<file path="src/design/flash_ctl_pkg.sv">
// Package with register map, field positions and timing for flash control.
package flash_ctl_pkg;
  // Register byte offsets on the AXI4-Lite bus.
  localparam logic [7:0]  OFF_CONTROL   = 8'h00;
  localparam logic [7:0]  OFF_KEY       = 8'h04;
  localparam logic [7:0]  OFF_TABLE_PAGE = 8'h08;
  localparam logic [7:0]  OFF_BUF_LOW   = 8'h0c;
  localparam logic [7:0]  OFF_BUF_HIGH  = 8'h10;
  localparam logic [7:0]  OFF_STATUS    = 8'h14;
  // Control register field positions.
  localparam int          BIT_START     = 15;
  localparam int          BIT_WRITE_ENABLE = 14;
  localparam int          BIT_SEQERR    = 13;
  localparam int          BIT_ERASE     = 6;
  // Reset value of the control register.
  localparam logic [15:0] CONTROL_RESET = 16'h0000;
  // Unlock key values.
  localparam logic [7:0]  KEY_FIRST     = 8'h55;
  localparam logic [7:0]  KEY_SECOND    = 8'haa;
  // Operation codes.
  localparam logic [3:0]  OP_BULK       = 4'hf;
  localparam logic [3:0]  OP_GENERAL    = 4'hd;
  localparam logic [3:0]  OP_SECURE     = 4'hc;
  localparam logic [3:0]  OP_WORD       = 4'h3;
  localparam logic [3:0]  OP_PAGE       = 4'h2;
  localparam logic [3:0]  OP_ROW        = 4'h1;
  localparam logic [3:0]  OP_CONFIG     = 4'h0;
  // Geometry: instructions per row, rows per page, bytes per row and per page.
  localparam int          ROW_WORDS     = 64;
  localparam int          PAGE_ROWS     = 8;
  localparam int          ROW_BYTES     = 192;
  localparam int          PAGE_BYTES    = 1536;
  // Self-timed operation: RC cycles and RC rate in kHz.
  localparam int          RC_CYCLES     = 11064;
  localparam int          RC_KHZ        = 7370;
  localparam int          CLK_KHZ       = 125000;
  localparam int          OP_CLKS       = (RC_CYCLES * (CLK_KHZ / 10)) /
                                          (RC_KHZ / 10);
  // AXI response codes.
  localparam logic [1:0]  RESP_OKAY     = 2'h0;
  localparam logic [1:0]  RESP_SLVERR   = 2'h2;
endpackage : flash_ctl_pkg

</file>
<file path="src/design/flash_self_program_control.sv">
// Run-time self-programming controller with AXI4-Lite register access.
//
// Register access over AXI4-Lite and the register offsets were decided locally.
`timescale 1ns/10ps
`default_nettype none
module flash_self_program_control
  import flash_ctl_pkg::*;
#(
  parameter int OP_CYCLES = OP_CLKS  // Operation length in clocks.
) (
  // Clock and resets.
  input  wire logic        aclk,
  input  wire logic        aresetn,
  input  wire logic        por_n,
  // AXI4-Lite write address.
  input  wire logic [7:0]  s_axi_awaddr,
  input  wire logic        s_axi_awvalid,
  output var  logic        s_axi_awready,
  // AXI4-Lite write data.
  input  wire logic [31:0] s_axi_wdata,
  input  wire logic [3:0]  s_axi_wstrb,
  input  wire logic        s_axi_wvalid,
  output var  logic        s_axi_wready,
  // AXI4-Lite write response.
  output var  logic [1:0]  s_axi_bresp,
  output var  logic        s_axi_bvalid,
  input  wire logic        s_axi_bready,
  // AXI4-Lite read address.
  input  wire logic [7:0]  s_axi_araddr,
  input  wire logic        s_axi_arvalid,
  output var  logic        s_axi_arready,
  // AXI4-Lite read data.
  output var  logic [31:0] s_axi_rdata,
  output var  logic [1:0]  s_axi_rresp,
  output var  logic        s_axi_rvalid,
  input  wire logic        s_axi_rready,
  // Flash array command side.
  output var  logic        cpu_stall,
  output var  logic        flash_busy,
  output var  logic [3:0]  flash_op,
  output var  logic        flash_erase,
  output var  logic [23:0] flash_addr,
  output var  logic        buf_rd_en,
  output var  logic [23:0] buf_rd_data
);
  localparam int IW = $clog2(ROW_WORDS);

  // Bus capture state.
  logic        aw_held;                // Write address latched.
  logic        w_held;                 // Write data latched.
  logic [7:0]  aw_addr;                // Latched write address.
  logic [31:0] w_data;                 // Latched write data.
  logic [3:0]  w_strb;                 // Latched strobes.
  // Control register fields.
  logic        start_bit;              // Operation in flight.
  logic        write_enable;           // Permits operations.
  logic        sequence_error;         // Improper attempt flag.
  logic        erase_sel;              // Erase versus program.
  logic [3:0]  operation_code;         // Selected operation.
  // Unlock tracking.
  logic        key_half;               // First key seen last write.
  logic        unlocked;               // Key sequence complete.
  // Table pointer and holding buffer.
  logic [7:0]  table_page;             // Upper address byte.
  logic [15:0] table_offset;           // Last table write offset.
  logic [IW-1:0] buf_idx;              // Buffer index to read out.
  logic [15:0] buf_low  [ROW_WORDS];   // Low words of instructions.
  logic [7:0]  buf_high [ROW_WORDS];   // High bytes of instructions.
  // Operation timer.
  logic [$clog2(OP_CYCLES+1)-1:0] timer;
  logic        streaming;              // Row words left to stream.

  // Decode of a write that has both halves.
  wire         wr_fire   = aw_held & w_held & ~s_axi_bvalid;
  wire         wr_ctl    = wr_fire & (aw_addr == OFF_CONTROL);
  wire         wr_key    = wr_fire & (aw_addr == OFF_KEY) & w_strb[0];
  wire         wr_page   = wr_fire & (aw_addr == OFF_TABLE_PAGE);
  wire         wr_low    = wr_fire & (aw_addr == OFF_BUF_LOW);
  wire         wr_high   = wr_fire & (aw_addr == OFF_BUF_HIGH);
  wire         wr_known  = wr_ctl | (aw_addr == OFF_KEY) | wr_page |
                           wr_low | wr_high;
  wire [15:0]  wr_ofs    = w_data[31:16];
  // Buffer slot from the table offset: two address units per word.
  wire [IW-1:0] wr_slot  = wr_ofs[IW:1];
  wire         try_start = wr_ctl & w_strb[1] & w_data[BIT_START] &
                           ~start_bit;
  // Legal code for the selected kind.
  wire         erase_ok  = (w_data[3:0] == OP_BULK) |
                           (w_data[3:0] == OP_GENERAL) |
                           (w_data[3:0] == OP_SECURE) |
                           (w_data[3:0] == OP_PAGE) |
                           (w_data[3:0] == OP_CONFIG);
  wire         prog_ok   = (w_data[3:0] == OP_WORD) |
                           (w_data[3:0] == OP_ROW) |
                           (w_data[3:0] == OP_CONFIG);
  wire         code_ok   = w_data[BIT_ERASE] ? erase_ok : prog_ok;
  // A launch needs the unlock, write enable and a real code.
  wire         is_row    = ~w_data[BIT_ERASE] & (w_data[3:0] == OP_ROW);
  wire         launch    = try_start & unlocked &
                           w_data[BIT_WRITE_ENABLE] &
                           code_ok;
  wire         bad_try   = try_start & ~launch;
  wire         done      = start_bit & (timer == '0);
  // Row and page alignment of the target.
  wire [23:0]  raw_addr  = {table_page, table_offset};
  wire [23:0]  row_base  = raw_addr - (raw_addr % 24'(ROW_WORDS * 2));
  wire [23:0]  page_base = raw_addr -
                           (raw_addr % 24'(ROW_WORDS * 2 * PAGE_ROWS));
  wire [23:0]  tgt_addr  = (w_data[3:0] == OP_PAGE & w_data[BIT_ERASE]) ?
                           page_base :
                           ((w_data[3:0] == OP_ROW & ~w_data[BIT_ERASE]) ?
                           row_base : raw_addr);
  // Read mux.
  wire [15:0]  ctl_view  = {start_bit, write_enable, sequence_error,
                            6'h00, erase_sel, 2'h0, operation_code};
  wire [31:0]  rd_word   = (s_axi_araddr == OFF_CONTROL) ?
                           {16'h0000, ctl_view} :
                           (s_axi_araddr == OFF_TABLE_PAGE) ?
                           {24'h000000, table_page} :
                           (s_axi_araddr == OFF_STATUS) ?
                           {30'h0, unlocked, start_bit} : 32'h0;
  wire         rd_known  = (s_axi_araddr == OFF_CONTROL) |
                           (s_axi_araddr == OFF_KEY) |
                           (s_axi_araddr == OFF_TABLE_PAGE) |
                           (s_axi_araddr == OFF_BUF_LOW) |
                           (s_axi_araddr == OFF_BUF_HIGH) |
                           (s_axi_araddr == OFF_STATUS);

  // Write channel capture; address and data may come in either order.
  always_ff @(posedge aclk) begin
    if (!aresetn) begin
      aw_held       <= 1'b0;
      w_held        <= 1'b0;
      aw_addr       <= 8'h00;
      w_data        <= 32'h0;
      w_strb        <= 4'h0;
      s_axi_awready <= 1'b0;
      s_axi_wready  <= 1'b0;
      s_axi_bvalid  <= 1'b0;
      s_axi_bresp   <= RESP_OKAY;
    end else begin
      s_axi_awready <= ~aw_held & ~s_axi_awready & ~s_axi_bvalid;
      s_axi_wready  <= ~w_held & ~s_axi_wready & ~s_axi_bvalid;
      if (s_axi_awvalid && s_axi_awready) begin
        aw_held <= 1'b1;
        aw_addr <= s_axi_awaddr;
      end
      if (s_axi_wvalid && s_axi_wready) begin
        w_held <= 1'b1;
        w_data <= s_axi_wdata;
        w_strb <= s_axi_wstrb;
      end
      if (wr_fire) begin
        // Answer once both halves are in.
        aw_held      <= 1'b0;
        w_held       <= 1'b0;
        s_axi_bvalid <= 1'b1;
        s_axi_bresp  <= wr_known ? RESP_OKAY : RESP_SLVERR;
      end else if (s_axi_bready) begin
        s_axi_bvalid <= 1'b0;
      end
    end
  end

  // Read channel: one cycle from address to data.
  always_ff @(posedge aclk) begin
    if (!aresetn) begin
      s_axi_arready <= 1'b0;
      s_axi_rvalid  <= 1'b0;
      s_axi_rdata   <= 32'h0;
      s_axi_rresp   <= RESP_OKAY;
    end else begin
      s_axi_arready <= ~s_axi_arready & ~s_axi_rvalid & s_axi_arvalid;
      if (s_axi_arvalid && s_axi_arready) begin
        s_axi_rvalid <= 1'b1;
        // Key register is write-only, so it reads zero.
        s_axi_rdata  <= rd_word;
        s_axi_rresp  <= rd_known ? RESP_OKAY : RESP_SLVERR;
      end else if (s_axi_rready) begin
        s_axi_rvalid <= 1'b0;
      end
    end
  end

  // Control fields except a running start bit keep their values over a bus reset; only power-on clears them.
  always_ff @(posedge aclk) begin
    if (!por_n) begin
      {start_bit, write_enable, sequence_error} <= CONTROL_RESET[15:13];
      erase_sel      <= CONTROL_RESET[BIT_ERASE];
      operation_code <= CONTROL_RESET[3:0];
    end else begin
      if (wr_ctl && !start_bit) begin
        // Fields are frozen while an operation runs.
        if (w_strb[1]) begin
          write_enable <= w_data[BIT_WRITE_ENABLE];
        end
        if (w_strb[0]) begin
          erase_sel      <= w_data[BIT_ERASE];
          operation_code <= w_data[3:0];
        end
      end
      // Only hardware clears the start bit; set has no path while busy.
      if (launch) begin
        start_bit <= 1'b1;
      end else if (done) begin
        start_bit <= 1'b0;
      end
      // Error follows each start attempt, set winning.
      if (bad_try) begin
        sequence_error <= 1'b1;
      end else if (launch) begin
        sequence_error <= 1'b0;
      end
    end
  end

  // Unlock: 0x55 then 0xAA with no other write in between; consumed by
  // any start attempt.
  always_ff @(posedge aclk) begin
    if (!aresetn) begin
      key_half <= 1'b0;
      unlocked <= 1'b0;
    end else if (wr_fire) begin
      key_half <= wr_key & (w_data[7:0] == KEY_FIRST);
      if (try_start) begin
        unlocked <= 1'b0;
      end else if (wr_key) begin
        unlocked <= key_half & (w_data[7:0] == KEY_SECOND);
      end else begin
        unlocked <= 1'b0;
      end
    end
  end

  // Table pointer and holding buffer; writes never reach the array.
  always_ff @(posedge aclk) begin
    if (!aresetn) begin
      table_page   <= 8'h00;
      table_offset <= 16'h0000;
    end else begin
      if (wr_page) begin
        table_page <= w_data[7:0];
      end
      if (wr_low | wr_high) begin
        table_offset <= wr_ofs;
      end
    end
  end

  for (genvar i = 0; i < ROW_WORDS; i++) begin : g_buf
    always_ff @(posedge aclk) begin
      if (wr_low && wr_slot == IW'(i)) begin
        buf_low[i] <= w_data[15:0];
      end
      if (wr_high && wr_slot == IW'(i)) begin
        buf_high[i] <= w_data[7:0];
      end
    end
  end

  // Self-timed operation and the flash command outputs.
  always_ff @(posedge aclk) begin
    if (!aresetn) begin
      timer       <= '0;
      cpu_stall   <= 1'b0;
      flash_busy  <= 1'b0;
      flash_op    <= 4'h0;
      flash_erase <= 1'b0;
      flash_addr  <= 24'h0;
      buf_rd_en   <= 1'b0;
      buf_idx     <= '0;
      buf_rd_data <= 24'h0;
      streaming   <= 1'b0;
    end else begin
      buf_rd_en <= 1'b0;
      if (launch) begin
        timer       <= $bits(timer)'(OP_CYCLES - 1);
        cpu_stall   <= 1'b1;
        flash_busy  <= 1'b1;
        flash_op    <= w_data[3:0];
        flash_erase <= w_data[BIT_ERASE];
        flash_addr  <= tgt_addr;
        buf_idx     <= '0;
        streaming   <= is_row;
      end else if (done) begin
        cpu_stall  <= 1'b0;
        flash_busy <= 1'b0;
        streaming  <= 1'b0;
      end else if (start_bit) begin
        timer <= timer - 1'b1;
        // A row program streams each buffered word exactly once; the
        // operation must outlast one row or the tail is never sent.
        if (streaming) begin
          buf_rd_en   <= 1'b1;
          buf_rd_data <= {buf_high[buf_idx], buf_low[buf_idx]};
          buf_idx     <= buf_idx + 1'b1;
          streaming   <= (buf_idx != '1);
        end
      end
    end
  end

  // Checks on the sequencer.
  property p_stall_with_start;
    @(posedge aclk) disable iff (!aresetn)
      start_bit |=> ##0 (cpu_stall | $fell(start_bit));
  endproperty
  a_stall_with_start: assert property (p_stall_with_start)
    else $error("stall missing during operation");

  property p_no_start_locked;
    @(posedge aclk) disable iff (!aresetn)
      (try_start & ~unlocked) |=> sequence_error & ~flash_busy;
  endproperty
  a_no_start_locked: assert property (p_no_start_locked)
    else $error("start accepted without unlock");

  property p_write_enable_gate;
    @(posedge aclk) disable iff (!aresetn)
      (try_start & ~w_data[BIT_WRITE_ENABLE]) |=> ~flash_busy;
  endproperty
  a_write_enable_gate: assert property (p_write_enable_gate)
    else $error("operation started with writes inhibited");

  property p_consume;
    @(posedge aclk) disable iff (!aresetn)
      try_start |=> ~unlocked;
  endproperty
  a_consume: assert property (p_consume)
    else $error("unlock survived a start attempt");

  property p_bad_code;
    @(posedge aclk) disable iff (!aresetn)
      (try_start & ~code_ok) |=> ~flash_busy & sequence_error;
  endproperty
  a_bad_code: assert property (p_bad_code)
    else $error("unlisted code started activity");

  property p_launch_busy;
    @(posedge aclk) disable iff (!aresetn || !por_n)
      launch |=> start_bit & flash_busy & ~sequence_error;
  endproperty
  a_launch_busy: assert property (p_launch_busy)
    else $error("launch did not start operation");

  property p_row_align;
    @(posedge aclk) disable iff (!aresetn)
      $rose(flash_busy) & (flash_op == OP_ROW) & ~flash_erase |->
        (flash_addr % 24'(ROW_WORDS * 2)) == 24'h0;
  endproperty
  a_row_align: assert property (p_row_align)
    else $error("row target not aligned");

  property p_key_zero;
    @(posedge aclk) disable iff (!aresetn)
      (s_axi_arvalid & s_axi_arready & (s_axi_araddr == OFF_KEY)) |=>
        s_axi_rdata == 32'h0;
  endproperty
  a_key_zero: assert property (p_key_zero)
    else $error("key register read nonzero");

  c_launch: cover property (@(posedge aclk) disable iff (!aresetn) launch);
  c_done: cover property (@(posedge aclk) disable iff (!aresetn) done);
  c_bad: cover property (@(posedge aclk) disable iff (!aresetn) bad_try);
endmodule : flash_self_program_control
`default_nettype wire

</file>
<file path="config.mk">
export PLATFORM = sky130hd
export DESIGN_NAME = flash_self_program_control
export DESIGN_NICKNAME = d
export VERILOG_FILES = /design/src/design/flash_ctl_pkg.sv /design/src/design/flash_self_program_control.sv
export SDC_FILE = /design/constraint.sdc
export NUM_CORES = 2
export LEC_CHECK = 0
export BUFFER_PORTS_ARGS = -buffer_cell sky130_fd_sc_hd__buf_2
export CORE_ASPECT_RATIO = 1.5
export CORE_UTILIZATION = 55
export CTS_CLUSTER_SIZE = 40
export DETAILED_ROUTE_END_ITERATION = 10
export PLACE_DENSITY_LB_ADDON = 0.3
export SYNTH_ARGS = -nofsm -noshare
export SYNTH_HDL_FRONTEND = slang
export SYNTH_SLANG_ARGS = --single-unit
</file>
<file path="constraint.sdc">
create_clock -name aclk -period 7.5 [get_ports aclk]
set_input_delay 0.75 -clock aclk [delete_from_list [all_inputs] [get_ports aclk]]
set_output_delay 0.75 -clock aclk [all_outputs]
set_load 0.02 [all_outputs]
</file>
== Yosys cells after proc, flatten, opt, wreduce, memory -nomap -nowiden ==
Memory sizes are Yosys's and may differ from the RTL's. A register that Yosys moved wholly into a read port is not among the register bits.
Cells that the tools add are included.
W data, S select, Z words.
Storage, ports and cells
  register bits after elaboration: 175
  memory bits (writable): 1536
  input bits: 60
  output and inout bits: 97
  logic and storage cells: 1114
  memories: 2
Operators by class
  add/subtract/negate cells: 4
  equal/unequal tests: 82
  muxes and demuxes: 660
  bitwise operators: 54
  reduce and logical (&&, ||, !) cells: 281
Memories
  buf_low: words 64, width 16, read ports 1, clocked after Yosys merged registers in 1, wr ports 1, RTL line flash_self_program_control.sv:67  | logic [15:0] buf_low [ROW_WORDS];
  buf_high: words 64, width 8, read ports 1, clocked after Yosys merged registers in 1, wr ports 1, RTL line flash_self_program_control.sv:68  | logic [7:0] buf_high [ROW_WORDS];
Operator list (number)
  $mux W16: 64
  $reduce_or A16 Y1: 63
  $mux W6: 126
  $mux W8: 64
  $reduce_or A8 Y1: 63
  $mux W1: 398
  $eq A6 B6 Y1 const B: 32
  $logic_and A1 B1 Y1: 132
  $eq A6 B5 Y1 const B: 16
  $mux W18: 3
  $eq A6 B4 Y1 const B: 8
  $mux W24: 2
  $eq A8 B4 Y1 const B: 4
  $and A1 B1 Y1: 26
  $eq A6 B3 Y1 const B: 4
  $eq A8 B5 Y1 const B: 3
  $sub A24 B10 Y24: 1
  $sub A24 B7 Y24: 1
  $logic_not A18 Y1: 1
  $sub A18 B1 Y18 const B: 1
  $eq A8 B3 Y1 const B: 2
  $logic_not A8 Y1: 2
  $or A1 B1 Y1: 16
  $eq A4 B4 Y1 const B: 3
  21 further kinds: 46

== Depth between registers and ports, before layout ==
  depth after elaboration: 70
  gate-level depth with buffers: 11
  depth with buffers taken out: 8

== Least setup slack after synthesis ==
Ideal clock, no wire load.
  path type: register -> register
  from: register w_data[6]
  to: register flash_op[0]
  library setup time: 0.070 ns
  arrival: 3.666 ns
  required time: 7.430 ns
  path slack: 3.763 ns
  stages on the path, launching flop included: 9
  buffers on the path: 2
  period minus slack after synthesis: 3.737 ns
  cell sequence: dfxtp_1 inv_1 or4_1 a21oi_1 and2_1 buf_4 buf_4 nand2_1 a21oi_1
On the way
  longest elaborated chain between the ends: 2
Ends and longest elaborated chain
  from (decl): RTL line flash_self_program_control.sv:52  | logic [31:0] w_data;
  from (signal assigned): RTL line flash_self_program_control.sv:150  | w_data <= s_axi_wdata;
  $mux W1: RTL line flash_self_program_control.sv:96  | wire code_ok = w_data[BIT_ERASE] ? erase_ok : prog_ok;
  $and A1 B1 Y1: RTL line flash_self_program_control.sv:100  | w_data[BIT_WRITE_ENABLE] &
  to (signal assigned): RTL line flash_self_program_control.sv:280  | flash_op <= w_data[3:0];
  to (decl): RTL line flash_self_program_control.sv:40  | output var logic [3:0] flash_op,
No other way between the ends.
A chain may end at the register's enable or synchronous reset.

==> out/metrics.csv <==
metric,value,unit
DR pass1 iterations,6,
Seq. cell area,49700,um2
Via Count,35900,
Die Area,122000,um2
GRT overflow,0,
I/O pin count,157,
initial antenna violation count,3,
number of port buffers,131,
Post-synth EDFFs,1536,
LEAKAGE,23.7,nW
GPL Wtd Cong,0.831,
CTS resizes,0,
Core ar.,119000,um2
Worst-Skew Late Latency,0.78,ns
Clock Tree Buf Depth,3,
synth unique cells,67,
Slew headroom,12.2,%
"Setup violations, final",0,
Pins Over Slew Limit,0,
area of the multi-input gates,15400,um2
Synth Warn #,0,
largest net degree at the start of global routing,125,
per-cell routed wire length,29.1,um
chip width,285,um
final worst path period share,52.8,%
Syn Area/Cell,17.2,um2
Fin Setup TNS,0,ns
clk sinks,1712,
DP HPWL,98.0,mm
vias in the first global route,35400,
"Reg clk slew, reported paths",0.07,ns
CP Max Fanout,67,
unrepaired setup endpoints after global routing,false,
Yosys top cell area share,69.8,%
WP data arrival,4.60,ns
crit path kind,flip-flop to flip-flop,
cts hold-fix bufs,0,
Via density,6.32,
Final Hold Vio Count,0,
drt first-iter violations,3625,
Critical Path Source Type,flip-flop,
CTS Buf Count,145,
nets,4057,
Post-CTS Setup Repair Bufs,0,
Placed Cells incl. Taps,5418,
endpoint class of the critical path,flip-flop,
Rows,155,
Syn Std Cell Area,66100,um2
dominant synthesized flop cell,edfxtp_1,
Worst IR Drop VDD,0.239,mV
Synth area leader,edfxtp_1,
Post-synth ARST share,0,%
total power,0.0181,W
share of post-route cells with drive strength above 1,16.9,%
Root Buffer,clkbuf_16,
Worst-Margin Slew,1.32,ns
CTS tree,done,
P&R area growth vs syn,11.0,%
# fillers,8443,
post-synthesis sequential area ratio,75.1,%
post-layout minimum cycle time,3.96,ns
most common cell in the netlist,edfxtp_1,
Critical Path RT,8.14,ns
global-route wire length before repair,238,mm
DRC,0,
Setup Skew,0.0220,ns
Die Y,427,um
Post-synth top cells,"edfxtp_1, mux2i_1, nand2_1",
Total GRT Usage,27.3,%
Detailed Route WL,166,mm
post-synthesis cell count,3833,
Power Dens Cells,247,nW/um2
status,"complete, no violations",
hold_ws,0.214,ns
H-tree levels,4,
Fmax,252,MHz
Detail Route Antenna Nets,0,
Layout Cells excl Fill,5680,
hold crit path type,input port to flip-flop,
number of synthesized register bits,1712,
Initial Util,55.5,%
count of max-cap constraint violations,0,
Synth area leaders,"edfxtp_1, mux2i_1, mux4_2",
==> state kept, by name, indices dropped and copies added, names as in the netlist, 8 cells and up <==
name          cells
table_page        8
flash_addr       24
table_offset     16
aw_addr           8
buf_low        1024
s_axi_rdata      11
buf_rd_data      24
buf_high        512
w_data           32
timer            18
==> layout make-up <==
cell class / instances / share of cell area (%)
inverters: 5 / 0.0273
well taps: 1570 / 2.68
repair buffers: 247 / 2.15
multi-input cells: 1884 / 21.0
flip-flops and latches: 1712 / 67.8
diodes: 1 / 0.00341
clock buffers: 187 / 5.52
clock inverters: 74 / 0.848
==> final timing paths <==
path,from,endpoint,cells after the start,slack [ns]
setup / recovery,buf_idx[0],buf_rd_data[20],7,3.54
hold / removal,s_axi_wdata[1],w_data[1],3,0.21
hold reg to reg,flash_erase,flash_erase,2,0.45
setup reg to reg,buf_idx[0],buf_rd_data[20],7,3.54
==> placed cells by master, fill, tap and decap left out, types with 8 or more instances in the layout <==
cell       count
nor3_1        21
a221oi_1       9
a22o_1        14
clkbuf_16    155
dfxtp_4       11
and2_1         9
dfxtp_1      155
nand3_1      120
nand2_1      251
buf_4        112
clkinv_1      32
nor2_1       161
clkbuf_1      27
a21oi_1      172
a31oi_1       10
nor2_2        23
o22ai_1       16
a22oi_1      199
mux4_2       168
o221ai_1      17
dfxtp_2       10
mux2i_1      441
a211oi_1      18
o21ai_0       30
xnor2_1        9
edfxtp_1    1536
conb_1        23
o211ai_1      11
bufinv_16     10
buf_2        131
clkinv_2      19
nand4_1       33
nor2b_1       11
xor2_1        10
mux2_2         8
==> per-stage QoR <==
| step | area (um2) | worst slack [ns] | util (%) |
|---|---|---|---|
| 2_1_floorplan | 66200 | 3.76 | - |
| 3_3_place_gp | 68700 | 3.63 | 57.7 |
| 3_5_place_dp | 68700 | 3.58 | 57.7 |
| 4_1_cts | 73300 | 3.57 | 61.6 |
| 5_1_grt | 73300 | 3.44 | 61.6 |
| 6_report | 73400 | 3.54 | 61.6 |
==> report_power, final <==
part	switching, W	internal [W]
clock	0.00331	0.00416
sequential	0.0000577	0.0104
combinational	0.000174	0.0000352
total	0.00354	0.0146
==> logic make-up (layout without fill, tap and decap cells) <==
kind of cell	Yosys count	in the layout	synth area share, %
other	1	24	0.00567
AO/OA/AOI/OAI	532	532	5.36
adder cells (fa/ha/maj)	2	2	0.0378
buffers and inverters	259	513	1.88
flip-flops	1712	1712	75.1
XOR/XNOR	19	19	0.252
multiplexers	617	617	12.5
AND/OR/NAND/NOR	691	691	4.82
==> worst max-delay path, stage by stage (launching register included) <==
cell and delay [ns]:
dfxtp_4 0.72, buf_12 0.47, mux4_2 0.59, a22o_1 0.28, a2111oi_0 0.84, a211oi_1 0.23, nor3_1 0.47, nor2_1 0.10
==> metal layers <==
metal / vias up / GRT usage, % / wire [um]
met5: - / 0 / 12
met4: 2 / 14.4 / 9510
met3: 362 / 4.92 / 13500
met2: 1763 / 46.2 / 83400
met1: 18300 / 33.6 / 59000
li1: 15400 / - / -
(Power assumes the default switching activity.)
